File: src/design/ssw_pkg.sv
// constants and types shared by the supply supervisor watchdog design
package ssw_pkg;

  // ==========================================================================
  // clock and timing
  // ==========================================================================
  localparam int unsigned CLK_MHZ          = 100;
  localparam int unsigned EXT_FILTER_NS    = 1000;  // external threshold filter, least
  localparam int unsigned DEEP_FILTER_NS   = 1000;  // internal filter, dip to 2.5 V, least
  localparam int unsigned SHALLOW_FILTER_NS = 4000; // internal filter, shallow dip
  // least times round up to whole cycles
  localparam int unsigned EXT_FILTER_CYC     = (EXT_FILTER_NS * CLK_MHZ + 999) / 1000;
  localparam int unsigned DEEP_FILTER_CYC    = (DEEP_FILTER_NS * CLK_MHZ + 999) / 1000;
  localparam int unsigned SHALLOW_FILTER_CYC = (SHALLOW_FILTER_NS * CLK_MHZ + 999) / 1000;

  // ==========================================================================
  // oscillator period counts
  // ==========================================================================
  localparam int unsigned RECOVERY_PERIODS = 127;
  localparam int unsigned WD_WINDOW_PERIODS = 48;
  localparam int unsigned WD_HOLD_PERIODS  = 16;

  // ==========================================================================
  // counter widths
  // ==========================================================================
  localparam int unsigned UV_CNT_W   = 10;
  localparam int unsigned REC_CNT_W  = 7;
  localparam int unsigned WD_CNT_W   = 6;
  localparam int unsigned HOLD_CNT_W = 5;
  localparam int unsigned RF_CNT_W   = 16;

  // ==========================================================================
  // pin synchroniser lanes
  // ==========================================================================
  localparam int unsigned PIN_COUNT     = 4;
  localparam int unsigned PIN_KICK      = 0;
  localparam int unsigned PIN_WD_ENABLE = 1;
  localparam int unsigned PIN_THR_ADJ   = 2;
  localparam int unsigned PIN_AUX_EN    = 3;

  // ==========================================================================
  // register map (byte offsets)
  // ==========================================================================
  localparam logic [3:0]  CTRL_OFS      = 4'h0;
  localparam logic [3:0]  RSTFILT_OFS   = 4'h4;
  localparam logic [3:0]  STATUS_OFS    = 4'h8;
  localparam int unsigned CTRL_AUXMON_BIT = 0;
  localparam logic [RF_CNT_W-1:0] RSTFILT_RESET = 16'h0064;
  localparam int unsigned ST_FAULT_N_BIT  = 0;
  localparam int unsigned ST_RESET_N_BIT  = 1;
  localparam int unsigned ST_UV_LSB       = 2;
  localparam int unsigned ST_WD_LSB       = 4;
  localparam int unsigned ST_CHARGING_BIT = 6;
  localparam int unsigned ST_RAMP_BIT     = 7;
  localparam int unsigned ST_WDCNT_LSB    = 8;

  // ==========================================================================
  // state encodings (gray along the usual path)
  // ==========================================================================
  typedef enum logic [1:0] {
    SSW_UV_OK    = 2'b00,
    SSW_UV_FILT  = 2'b01,
    SSW_UV_LOW   = 2'b11,
    SSW_UV_RECOV = 2'b10
  } ssw_uv_e;

  typedef enum logic [1:0] {
    SSW_WD_OFF  = 2'b00,
    SSW_WD_RUN  = 2'b01,
    SSW_WD_HOLD = 2'b11
  } ssw_wd_e;

endpackage

File: src/design/ssw_pin_sync.sv
// three-stage synchroniser with agreement filter for asynchronous pins
`timescale 1ns/1ns
module ssw_pin_sync (
  // clock and reset
  input  wire logic                          clk,
  input  wire logic                          rst,
  // pins and cleaned levels
  input  wire logic [ssw_pkg::PIN_COUNT-1:0] pin_async,
  output wire logic [ssw_pkg::PIN_COUNT-1:0] pin_clean
);

  typedef struct packed {
    logic [ssw_pkg::PIN_COUNT-1:0] s1;
    logic [ssw_pkg::PIN_COUNT-1:0] s2;
    logic [ssw_pkg::PIN_COUNT-1:0] s3;
    logic [ssw_pkg::PIN_COUNT-1:0] clean;
  } ssw_sync_s;

  ssw_sync_s st_q;
  ssw_sync_s st_d;
  logic [ssw_pkg::PIN_COUNT-1:0] clean_next;

  // a lane changes only when stages two and three agree
  genvar gi;
  generate
    for (gi = 0; gi < ssw_pkg::PIN_COUNT; gi = gi + 1) begin : g_lane
      assign clean_next[gi] = (st_q.s2[gi] == st_q.s3[gi]) ? st_q.s3[gi] : st_q.clean[gi];
    end
  endgenerate

  // shift chain
  always_comb begin
    st_d       = st_q;
    st_d.s1    = pin_async;
    st_d.s2    = st_q.s1;
    st_d.s3    = st_q.s2;
    st_d.clean = clean_next;
  end

  // state register
  always_ff @(posedge clk) begin
    if (rst) begin
      st_q <= '0;
    end else begin
      st_q <= st_d;
    end
  end

  assign pin_clean = st_q.clean;

endmodule

File: src/design/ssw_supervisor.sv
// supply supervisor with undervoltage reset, capacitor oscillator and watchdog
//
// The Avalon-MM register port and the register offsets were decided locally.
`timescale 1ns/1ns
module ssw_supervisor (
  // clock and reset
  input  wire logic        clk,
  input  wire logic        rst,
  // synchronous comparator and oscillator inputs
  input  wire logic        vcc_below_threshold,
  input  wire logic        vcc_below_2v5,
  input  wire logic        vcc_below_2v0,
  input  wire logic        aux_undervoltage,
  input  wire logic        osc_tick,
  // asynchronous pins
  input  wire logic        watchdog_kick,
  input  wire logic        watchdog_enable_pin,
  input  wire logic        threshold_adjust,
  input  wire logic        aux_enable,
  // pin outputs
  output wire logic        fault_n,
  output wire logic        reset_n,
  output wire logic        aux_output_on,
  output wire logic        delay_capacitor_charge,
  output wire logic        delay_capacitor_clamp,
  // avalon-mm slave
  input  wire logic [3:0]  avs_address,
  input  wire logic        avs_read,
  input  wire logic        avs_write,
  input  wire logic [31:0] avs_writedata,
  input  wire logic [3:0]  avs_byteenable,
  output wire logic [31:0] avs_readdata,
  output wire logic        avs_waitrequest
);

  // ==========================================================================
  // state
  // ==========================================================================
  typedef struct packed {
    ssw_pkg::ssw_uv_e                  uv;
    logic [ssw_pkg::UV_CNT_W-1:0]      uv_cnt;
    logic [ssw_pkg::REC_CNT_W-1:0]     rec_cnt;
    ssw_pkg::ssw_wd_e                  wd;
    logic [ssw_pkg::WD_CNT_W-1:0]      wd_cnt;
    logic [ssw_pkg::HOLD_CNT_W-1:0]    hold_cnt;
    logic                              charging;
    logic                              ramp_done;
    logic                              kick_prev;
    logic [ssw_pkg::RF_CNT_W-1:0]      rf_cnt;
    logic                              aux_mon;
    logic [ssw_pkg::RF_CNT_W-1:0]      rf_limit;
    logic                              fault_n;
    logic                              reset_n;
    logic                              aux_on;
    logic                              cap_charge;
    logic                              cap_clamp;
    logic                              waitreq;
    logic [31:0]                       rdata;
  } ssw_state_s;

  ssw_state_s st_q;
  ssw_state_s st_d;

  // ==========================================================================
  // pin synchronisation
  // ==========================================================================
  logic [ssw_pkg::PIN_COUNT-1:0] pins_raw;
  logic [ssw_pkg::PIN_COUNT-1:0] pins;

  assign pins_raw = {aux_enable, threshold_adjust, watchdog_enable_pin, watchdog_kick};

  ssw_pin_sync u_sync (
    .clk       (clk),
    .rst       (rst),
    .pin_async (pins_raw),
    .pin_clean (pins)
  );

  // ==========================================================================
  // helpers
  // ==========================================================================
  // word select shared by read and write decode
  function automatic logic [1:0] reg_word(input logic [3:0] addr);
    reg_word = addr[3:2];
  endfunction

  // byte-lane merge for writes
  function automatic logic [31:0] lane_merge(input logic [31:0] old_v,
                                             input logic [31:0] new_v,
                                             input logic [3:0]  be);
    logic [31:0] r;
    r = old_v;
    for (int i = 0; i < 4; i++) begin
      if (be[i]) begin
        r[i*8 +: 8] = new_v[i*8 +: 8];
      end
    end
    lane_merge = r;
  endfunction

  logic                          kick_rise;
  logic                          wd_enabled;
  logic                          ext_thr;
  logic                          cap_active;
  logic                          period_end;
  logic [ssw_pkg::UV_CNT_W-1:0]  uv_target;
  logic                          wd_kick_taken;
  logic                          fault_now;
  logic [31:0]                   status_word;
  logic [31:0]                   merged;

  // ==========================================================================
  // next-state logic
  // ==========================================================================
  always_comb begin
    st_d       = st_q;
    kick_rise  = pins[ssw_pkg::PIN_KICK] & ~st_q.kick_prev;
    wd_enabled = pins[ssw_pkg::PIN_WD_ENABLE];
    ext_thr    = pins[ssw_pkg::PIN_THR_ADJ];
    st_d.kick_prev = pins[ssw_pkg::PIN_KICK];

    // filter length by threshold source and dip depth
    if (ext_thr) begin
      uv_target = ssw_pkg::UV_CNT_W'(ssw_pkg::EXT_FILTER_CYC);
    end else if (vcc_below_2v5) begin
      uv_target = ssw_pkg::UV_CNT_W'(ssw_pkg::DEEP_FILTER_CYC);
    end else begin
      uv_target = ssw_pkg::UV_CNT_W'(ssw_pkg::SHALLOW_FILTER_CYC);
    end

    // capacitor in use by recovery or watchdog
    cap_active = (st_q.uv == ssw_pkg::SSW_UV_RECOV) || (st_q.wd != ssw_pkg::SSW_WD_OFF);
    // one oscillator period ends at the bottom of the discharge ramp
    period_end = cap_active & st_q.ramp_done & ~st_q.charging & osc_tick;
    wd_kick_taken = kick_rise & (st_q.wd == ssw_pkg::SSW_WD_RUN);

    // undervoltage path
    case (st_q.uv)
      ssw_pkg::SSW_UV_OK: begin
        st_d.uv_cnt = '0;
        if (vcc_below_2v0) begin
          st_d.uv = ssw_pkg::SSW_UV_LOW;
        end else if (vcc_below_threshold) begin
          st_d.uv = ssw_pkg::SSW_UV_FILT;
        end
      end
      ssw_pkg::SSW_UV_FILT: begin
        if (vcc_below_2v0) begin
          st_d.uv = ssw_pkg::SSW_UV_LOW;
        end else if (!vcc_below_threshold) begin
          st_d.uv     = ssw_pkg::SSW_UV_OK;
          st_d.uv_cnt = '0;
        end else if (st_q.uv_cnt >= uv_target - 1'b1) begin
          st_d.uv = ssw_pkg::SSW_UV_LOW;
        end else begin
          st_d.uv_cnt = st_q.uv_cnt + 1'b1;
        end
      end
      ssw_pkg::SSW_UV_LOW: begin
        st_d.rec_cnt = '0;
        if (!vcc_below_threshold && !vcc_below_2v0) begin
          st_d.uv = ssw_pkg::SSW_UV_RECOV;
        end
      end
      ssw_pkg::SSW_UV_RECOV: begin
        if (vcc_below_threshold || vcc_below_2v0) begin
          st_d.uv = ssw_pkg::SSW_UV_LOW;
        end else if (period_end) begin
          if (st_q.rec_cnt == ssw_pkg::REC_CNT_W'(ssw_pkg::RECOVERY_PERIODS - 1)) begin
            st_d.uv     = ssw_pkg::SSW_UV_OK;
            st_d.uv_cnt = '0;
          end else begin
            st_d.rec_cnt = st_q.rec_cnt + 1'b1;
          end
        end
      end
      default: begin
        st_d.uv = ssw_pkg::SSW_UV_OK;
      end
    endcase

    // watchdog path
    case (st_q.wd)
      ssw_pkg::SSW_WD_OFF: begin
        st_d.wd_cnt   = '0;
        st_d.hold_cnt = '0;
        if (wd_enabled) begin
          st_d.wd = ssw_pkg::SSW_WD_RUN;
        end
      end
      ssw_pkg::SSW_WD_RUN: begin
        if (!wd_enabled) begin
          st_d.wd = ssw_pkg::SSW_WD_OFF;
        end else if (wd_kick_taken) begin
          st_d.wd_cnt = '0;
        end else if (period_end) begin
          if (st_q.wd_cnt == ssw_pkg::WD_CNT_W'(ssw_pkg::WD_WINDOW_PERIODS - 1)) begin
            st_d.wd       = ssw_pkg::SSW_WD_HOLD;
            st_d.hold_cnt = '0;
          end else begin
            st_d.wd_cnt = st_q.wd_cnt + 1'b1;
          end
        end
      end
      ssw_pkg::SSW_WD_HOLD: begin
        // enable is not looked at until the hold has run out
        if (period_end) begin
          if (st_q.hold_cnt == ssw_pkg::HOLD_CNT_W'(ssw_pkg::WD_HOLD_PERIODS - 1)) begin
            st_d.wd     = wd_enabled ? ssw_pkg::SSW_WD_RUN : ssw_pkg::SSW_WD_OFF;
            st_d.wd_cnt = '0;
          end else begin
            st_d.hold_cnt = st_q.hold_cnt + 1'b1;
          end
        end
      end
      default: begin
        st_d.wd = ssw_pkg::SSW_WD_OFF;
      end
    endcase

    // oscillator phase tracking
    if (!cap_active) begin
      st_d.charging  = 1'b1;
      st_d.ramp_done = 1'b0;
    end else if (wd_kick_taken) begin
      if (st_q.charging) begin
        st_d.charging  = 1'b0;
        st_d.ramp_done = 1'b1;
      end
    end else if (osc_tick) begin
      if (!st_q.ramp_done) begin
        st_d.ramp_done = 1'b1;
        st_d.charging  = 1'b0;
      end else begin
        st_d.charging = ~st_q.charging;
      end
    end

    // capacitor drive pins, clamp when idle
    st_d.cap_clamp  = ~((st_d.uv == ssw_pkg::SSW_UV_RECOV) ||
                        (st_d.wd != ssw_pkg::SSW_WD_OFF));
    st_d.cap_charge = ~st_d.cap_clamp & st_d.charging;

    // combined fault output
    fault_now = (st_d.uv == ssw_pkg::SSW_UV_LOW) || (st_d.uv == ssw_pkg::SSW_UV_RECOV) ||
                (st_d.wd == ssw_pkg::SSW_WD_HOLD);
    st_d.fault_n = ~fault_now;

    // fault-to-reset filter
    if (st_q.fault_n) begin
      st_d.rf_cnt = '0;
    end else if (st_q.rf_cnt != st_q.rf_limit) begin
      st_d.rf_cnt = st_q.rf_cnt + 1'b1;
    end
    if (st_q.aux_mon) begin
      st_d.reset_n = ~aux_undervoltage;
    end else begin
      st_d.reset_n = st_q.fault_n | (st_q.rf_cnt != st_q.rf_limit);
    end

    st_d.aux_on = pins[ssw_pkg::PIN_AUX_EN];

    // status word
    status_word = '0;
    status_word[ssw_pkg::ST_FAULT_N_BIT]          = st_q.fault_n;
    status_word[ssw_pkg::ST_RESET_N_BIT]          = st_q.reset_n;
    status_word[ssw_pkg::ST_UV_LSB +: 2]          = st_q.uv;
    status_word[ssw_pkg::ST_WD_LSB +: 2]          = st_q.wd;
    status_word[ssw_pkg::ST_CHARGING_BIT]         = st_q.charging;
    status_word[ssw_pkg::ST_RAMP_BIT]             = st_q.ramp_done;
    status_word[ssw_pkg::ST_WDCNT_LSB +: ssw_pkg::WD_CNT_W] = st_q.wd_cnt;

    // avalon slave: one wait cycle, then the access completes
    merged = 32'h0000_0000;
    if ((avs_read || avs_write) && st_q.waitreq) begin
      st_d.waitreq = 1'b0;
      st_d.rdata   = 32'h0000_0000;
      if (avs_read) begin
        case (reg_word(avs_address))
          reg_word(ssw_pkg::CTRL_OFS):    st_d.rdata[ssw_pkg::CTRL_AUXMON_BIT] = st_q.aux_mon;
          reg_word(ssw_pkg::RSTFILT_OFS): st_d.rdata[ssw_pkg::RF_CNT_W-1:0]    = st_q.rf_limit;
          reg_word(ssw_pkg::STATUS_OFS):  st_d.rdata = status_word;
          default:                        st_d.rdata = 32'h0000_0000;
        endcase
      end
    end else if (!st_q.waitreq) begin
      st_d.waitreq = 1'b1;
      if (avs_write) begin
        case (reg_word(avs_address))
          reg_word(ssw_pkg::CTRL_OFS): begin
            merged = lane_merge({31'h0, st_q.aux_mon}, avs_writedata, avs_byteenable);
            st_d.aux_mon = merged[ssw_pkg::CTRL_AUXMON_BIT];
          end
          reg_word(ssw_pkg::RSTFILT_OFS): begin
            merged = lane_merge({16'h0000, st_q.rf_limit}, avs_writedata, avs_byteenable);
            st_d.rf_limit = merged[ssw_pkg::RF_CNT_W-1:0];
          end
          default: begin
            merged = 32'h0000_0000;
          end
        endcase
      end
    end
  end

  // ==========================================================================
  // state register
  // ==========================================================================
  always_ff @(posedge clk) begin
    if (rst) begin
      st_q            <= '0;
      st_q.uv         <= ssw_pkg::SSW_UV_LOW;
      st_q.wd         <= ssw_pkg::SSW_WD_OFF;
      st_q.charging   <= 1'b1;
      st_q.rf_limit   <= ssw_pkg::RSTFILT_RESET;
      st_q.fault_n    <= 1'b0;
      st_q.reset_n    <= 1'b0;
      st_q.cap_clamp  <= 1'b1;
      st_q.waitreq    <= 1'b1;
    end else begin
      st_q <= st_d;
    end
  end

  // ==========================================================================
  // outputs
  // ==========================================================================
  assign fault_n                = st_q.fault_n;
  assign reset_n                = st_q.reset_n;
  assign aux_output_on          = st_q.aux_on;
  assign delay_capacitor_charge = st_q.cap_charge;
  assign delay_capacitor_clamp  = st_q.cap_clamp;
  assign avs_readdata           = st_q.rdata;
  assign avs_waitrequest        = st_q.waitreq;

endmodule

File: config.mk
export PLATFORM = sky130hd
export DESIGN_NAME = ssw_supervisor
export DESIGN_NICKNAME = d
export VERILOG_FILES = /design/src/design/ssw_pkg.sv /design/src/design/ssw_pin_sync.sv /design/src/design/ssw_supervisor.sv
export SDC_FILE = /design/constraint.sdc
export NUM_CORES = 1
export LEC_CHECK = 0
export ABC_CLOCK_PERIOD_IN_PS = 2850
export BUFFER_PORTS_ARGS = -buffer_cell sky130_fd_sc_hd__buf_2
export CAP_MARGIN = 20
export CELL_PAD_IN_SITES_DETAIL_PLACEMENT = 0
export CELL_PAD_IN_SITES_GLOBAL_PLACEMENT = 1
export CORE_ASPECT_RATIO = 0.5
export CORE_UTILIZATION = 44
export CTS_BUF_LIST = sky130_fd_sc_hd__clkbuf_4
export DETAILED_ROUTE_END_ITERATION = 6
export PLACE_DENSITY_LB_ADDON = 0.1
export SLEW_MARGIN = 10
export SYNTH_ARGS = -nofsm -noshare
export SYNTH_HDL_FRONTEND = slang
export SYNTH_SLANG_ARGS = --single-unit
File: constraint.sdc
create_clock -name clk -period 2.85 [get_ports clk]
set_clock_uncertainty 0.05 [all_clocks]
set_input_delay 0.4275 -clock clk [delete_from_list [all_inputs] [get_ports clk]]
set_output_delay 0.4275 -clock clk [all_outputs]
set_load 0.02 [all_outputs]
==> run_results.csv <==
group,metric,value,unit
outcome,status,"complete, no violations",
sta,hold_viol,0,
floorplanning,initial_core_util,45.9,%
critical_path,crit_path_end_kind,"flop",
cts,cts_resized,0,
routing,dr.pass1.iters,4,
global_route,grt_use_met2,34.4,%
logic_synthesis,synth_top_area_share,38.6,%
cts,cts-root-buf,"clkbuf_4",
floorplanning,io_pins,91,
cts,cts.sinks,106,
logic_synthesis,synth_cell_types,65,
logic_synthesis,async_flop_share,0,%
logic_synthesis,netlist_top_cells_area,"dfxtp_1, a21oi_1, ha_1",
global_route,grt_pass1_wl,21.4,mm
pwr,p_seq_share,55.8,%
global_route,use_met3,4.49,%
cts,postCtsSetupBuffers,0,
final_layout,stdcell_count,858,
pwr,internal_power,1.95,mW
sta,maxSlewHeadroom,50.0,%
floorplanning,die_w,160,um
critical_path,crit_fanout,5,
logic_synthesis,synth-seq-cells,106,
routing,drc,0,
pwr,p_switching,0.843,mW
cts,cts_buffers,9,
final_layout,layout-area-overhead-vs-synth,7.57,%
global_route,grt_pass1_vias,4314,
floorplanning,fp.dieH,81.1,um
logic_synthesis,synth_cells,659,
cts,clock_latency,0.48,ns
sta,worst_slew_pin_slew,0.745,ns
place,place_inst,842,
routing,ant_nets,0,
routing,vias,4632,
logic_synthesis,synthFlopType,"dfxtp_1",
floorplanning,die-area,0.0130,sq mm
global_route,antenna_found_initial,0,
sta,final-max-slew-violation-count,0,
final_layout,nets,763,
cts,path_clk_slew,0.19,ns
routing,routed_wirelength,13.1,mm
critical_path,cp.arrival,2.81,ns
worst_hold_path,hold_path_class,"primary input to flop",
flow_run,maxCapViolCount,0,
pwr,pwr-share-clk,30.4,%
global_route,grt_use_total,21.0,%
global_route,grtUsageMet1,28.3,%
logic_synthesis,synth-edff-count,0,
global_route,grt-busiest-layer,"met2",
critical_path,crit_type,"flop to flop",
routing,avgViaCountPerCell,5.40,
logic_synthesis,synthesis.area,0.00550,sq mm
cts,h-tree-depth,3,
critical_path,crit_required,3.19,ns
sta,setup_viol,0,
sta,fin_crit,2.46,ns
pwr,vdd_drop_max,0.208,mV
global_route,grt_max_degree,30,
place,io_buffers,54,
logic_synthesis,syn_area_per_cell,8.35,sq um
place,dp.final_hpwl,9.64,mm
global_route,grt-ovfl-total,0,
sta,rsz0062_at_grt,"no",
floorplanning,core_area,0.0120,sq mm
cts,tritoncts,"yes",
logic_synthesis,synth_warnings,0,
logic_synthesis,synth_top_cell_by_area,"dfxtp_1",
routing,drtIter0Drc,264,
final_layout,drive_above_1_share,13.0,%
cts,postCtsHoldBufs,0,
sta,fin_tns_setup,0,ns
sta,fmax,406,MHz
pwr,switching_share,30.2,%
place,gp_congestion,0.829,
pwr,comb_power_share,13.8,%
logic_synthesis,ys_seq_area_share,38.6,%
floorplanning,core.rowCount,28,
final_layout,n_antenna_cell,0,
pwr,p_per_area,472,mW/mm^2
pwr,power_leakage,2.24,nW
routing,wl_per_cell,15.3,um
critical_path,start_kind,"flop",
sta,post-route-period-util,86.4,%
cts,cts_buffer_depth,2,
[final timing paths]
kind / from / end / slack (ns) / cells past startpoint
setup / recovery: u_sync.pin_clean[2] / st_q[94] / 0.39 / 8
hold / removal: threshold_adjust / u_sync.st_d[10] / 0.1 / 2
setup reg to reg: u_sync.pin_clean[2] / st_q[94] / 0.39 / 8
hold reg to reg: u_sync.st_d[8] / u_sync.st_d[4] / 0.41 / 1
[kinds of logic after synthesis]
| kind of cell | after synthesis | share of synthesized area, % |
|---|---|---|
| buf+inv | 84 | 7.96 |
| flops | 106 | 38.6 |
| simple gates | 257 | 23.9 |
| mux | 10 | 1.84 |
| xor+xnor | 28 | 4.46 |
| other cells | 2 | 0.137 |
| fa+ha+maj | 22 | 5.00 |
| compound gates | 150 | 18.2 |
[registers in the layout, summed over array words and instances, names as in the netlist, 4 cells and up]
| signal | cells |
|---|---|
| avs_readdata | 16 |
| u_sync.st_q | 4 |
| u_sync.st_d | 8 |
| u_sync.pin_clean | 4 |
| st_q | 68 |
[cell usage after synthesis (4+ instances only)]
library cell    n
a211oi_1        8
a21oi_1        56
a22oi_1        13
a311oi_1        4
a32o_1          6
and3_1          6
and4_1          7
buf_1           5
buf_4          32
clkbuf_1       22
dfxtp_1       106
ha_1           22
inv_1          23
mux2i_1         9
nand2_1        72
nand2b_1        4
nand3_1        19
nand4_1        20
nor2_1         56
nor2b_1        20
nor3_1         10
nor4_1          4
o211ai_1       10
o21ai_0        21
o31ai_1         4
or3_1          10
or4_1           8
xnor2_1        24
xor2_1          4
[final cells by class]
class / count / area, sq um
Multi-Input combinational cell: 484 / 3000
Tap cell: 165 / 206
Fill cell: 1199 / 6060
Inverter: 23 / 86.3
Clock inverter: 7 / 92.6
Timing Repair Buffer: 64 / 345
Sequential cell: 106 / 2120
Clock buffer: 9 / 67.6
[placed cells by master, fill, tap and decap left out, drive strengths merged, types with 20 or more instances in the layout]
| cell type | count |
|---|---|
| nand4 | 20 |
| buf | 64 |
| dfxtp | 106 |
| xnor2 | 24 |
| ha | 22 |
| a21oi | 56 |
| o21ai | 22 |
| nand2 | 72 |
| nor2b | 20 |
| inv | 28 |
| nor2 | 56 |
[power groups by stage]
stage / logic, mW / registers (mW) / clock network [mW]
floorplan: 0.287 / 1.58 / 0
global placement: 0.384 / 1.59 / 0
detailed placement: 0.384 / 1.59 / 0
CTS: 0.386 / 1.56 / 0.884
global route: 0.427 / 1.57 / 0.949
finish: 0.387 / 1.56 / 0.848
[critical path: stages (launching register included)]
cell and delay (ns):
dfxtp_1 0.36, nor2_1 0.17, inv_1 0.11, ha_1 0.28, a21oi_1 0.18, o211ai_1 0.15
a221o_1 0.43, or4_1 0.52, a21oi_1 0.14
[per-stage QoR]
step                setup slack, ns  hold slack (ns)  total power, mW  utilization (%)  instance area, sq um
finish                        0.387           0.0977             2.80             49.4                  5920
floorplan                     0.445            0.364             1.87                -                  5560
global placement              0.221            0.369             1.98             48.0                  5760
detailed placement            0.205            0.379             1.98             48.0                  5760
CTS                           0.357           0.0524             2.83             49.4                  5920
global route                  0.184           0.0502             2.94             49.4                  5920
[routing by layer]
layer,up-vias,wire length [um]
met5,-,0
met4,0,136
met3,8,504
met2,84,5920
met1,2171,6560
li1,2369,-
No activity file was read; power rests on OpenSTA's default activity.
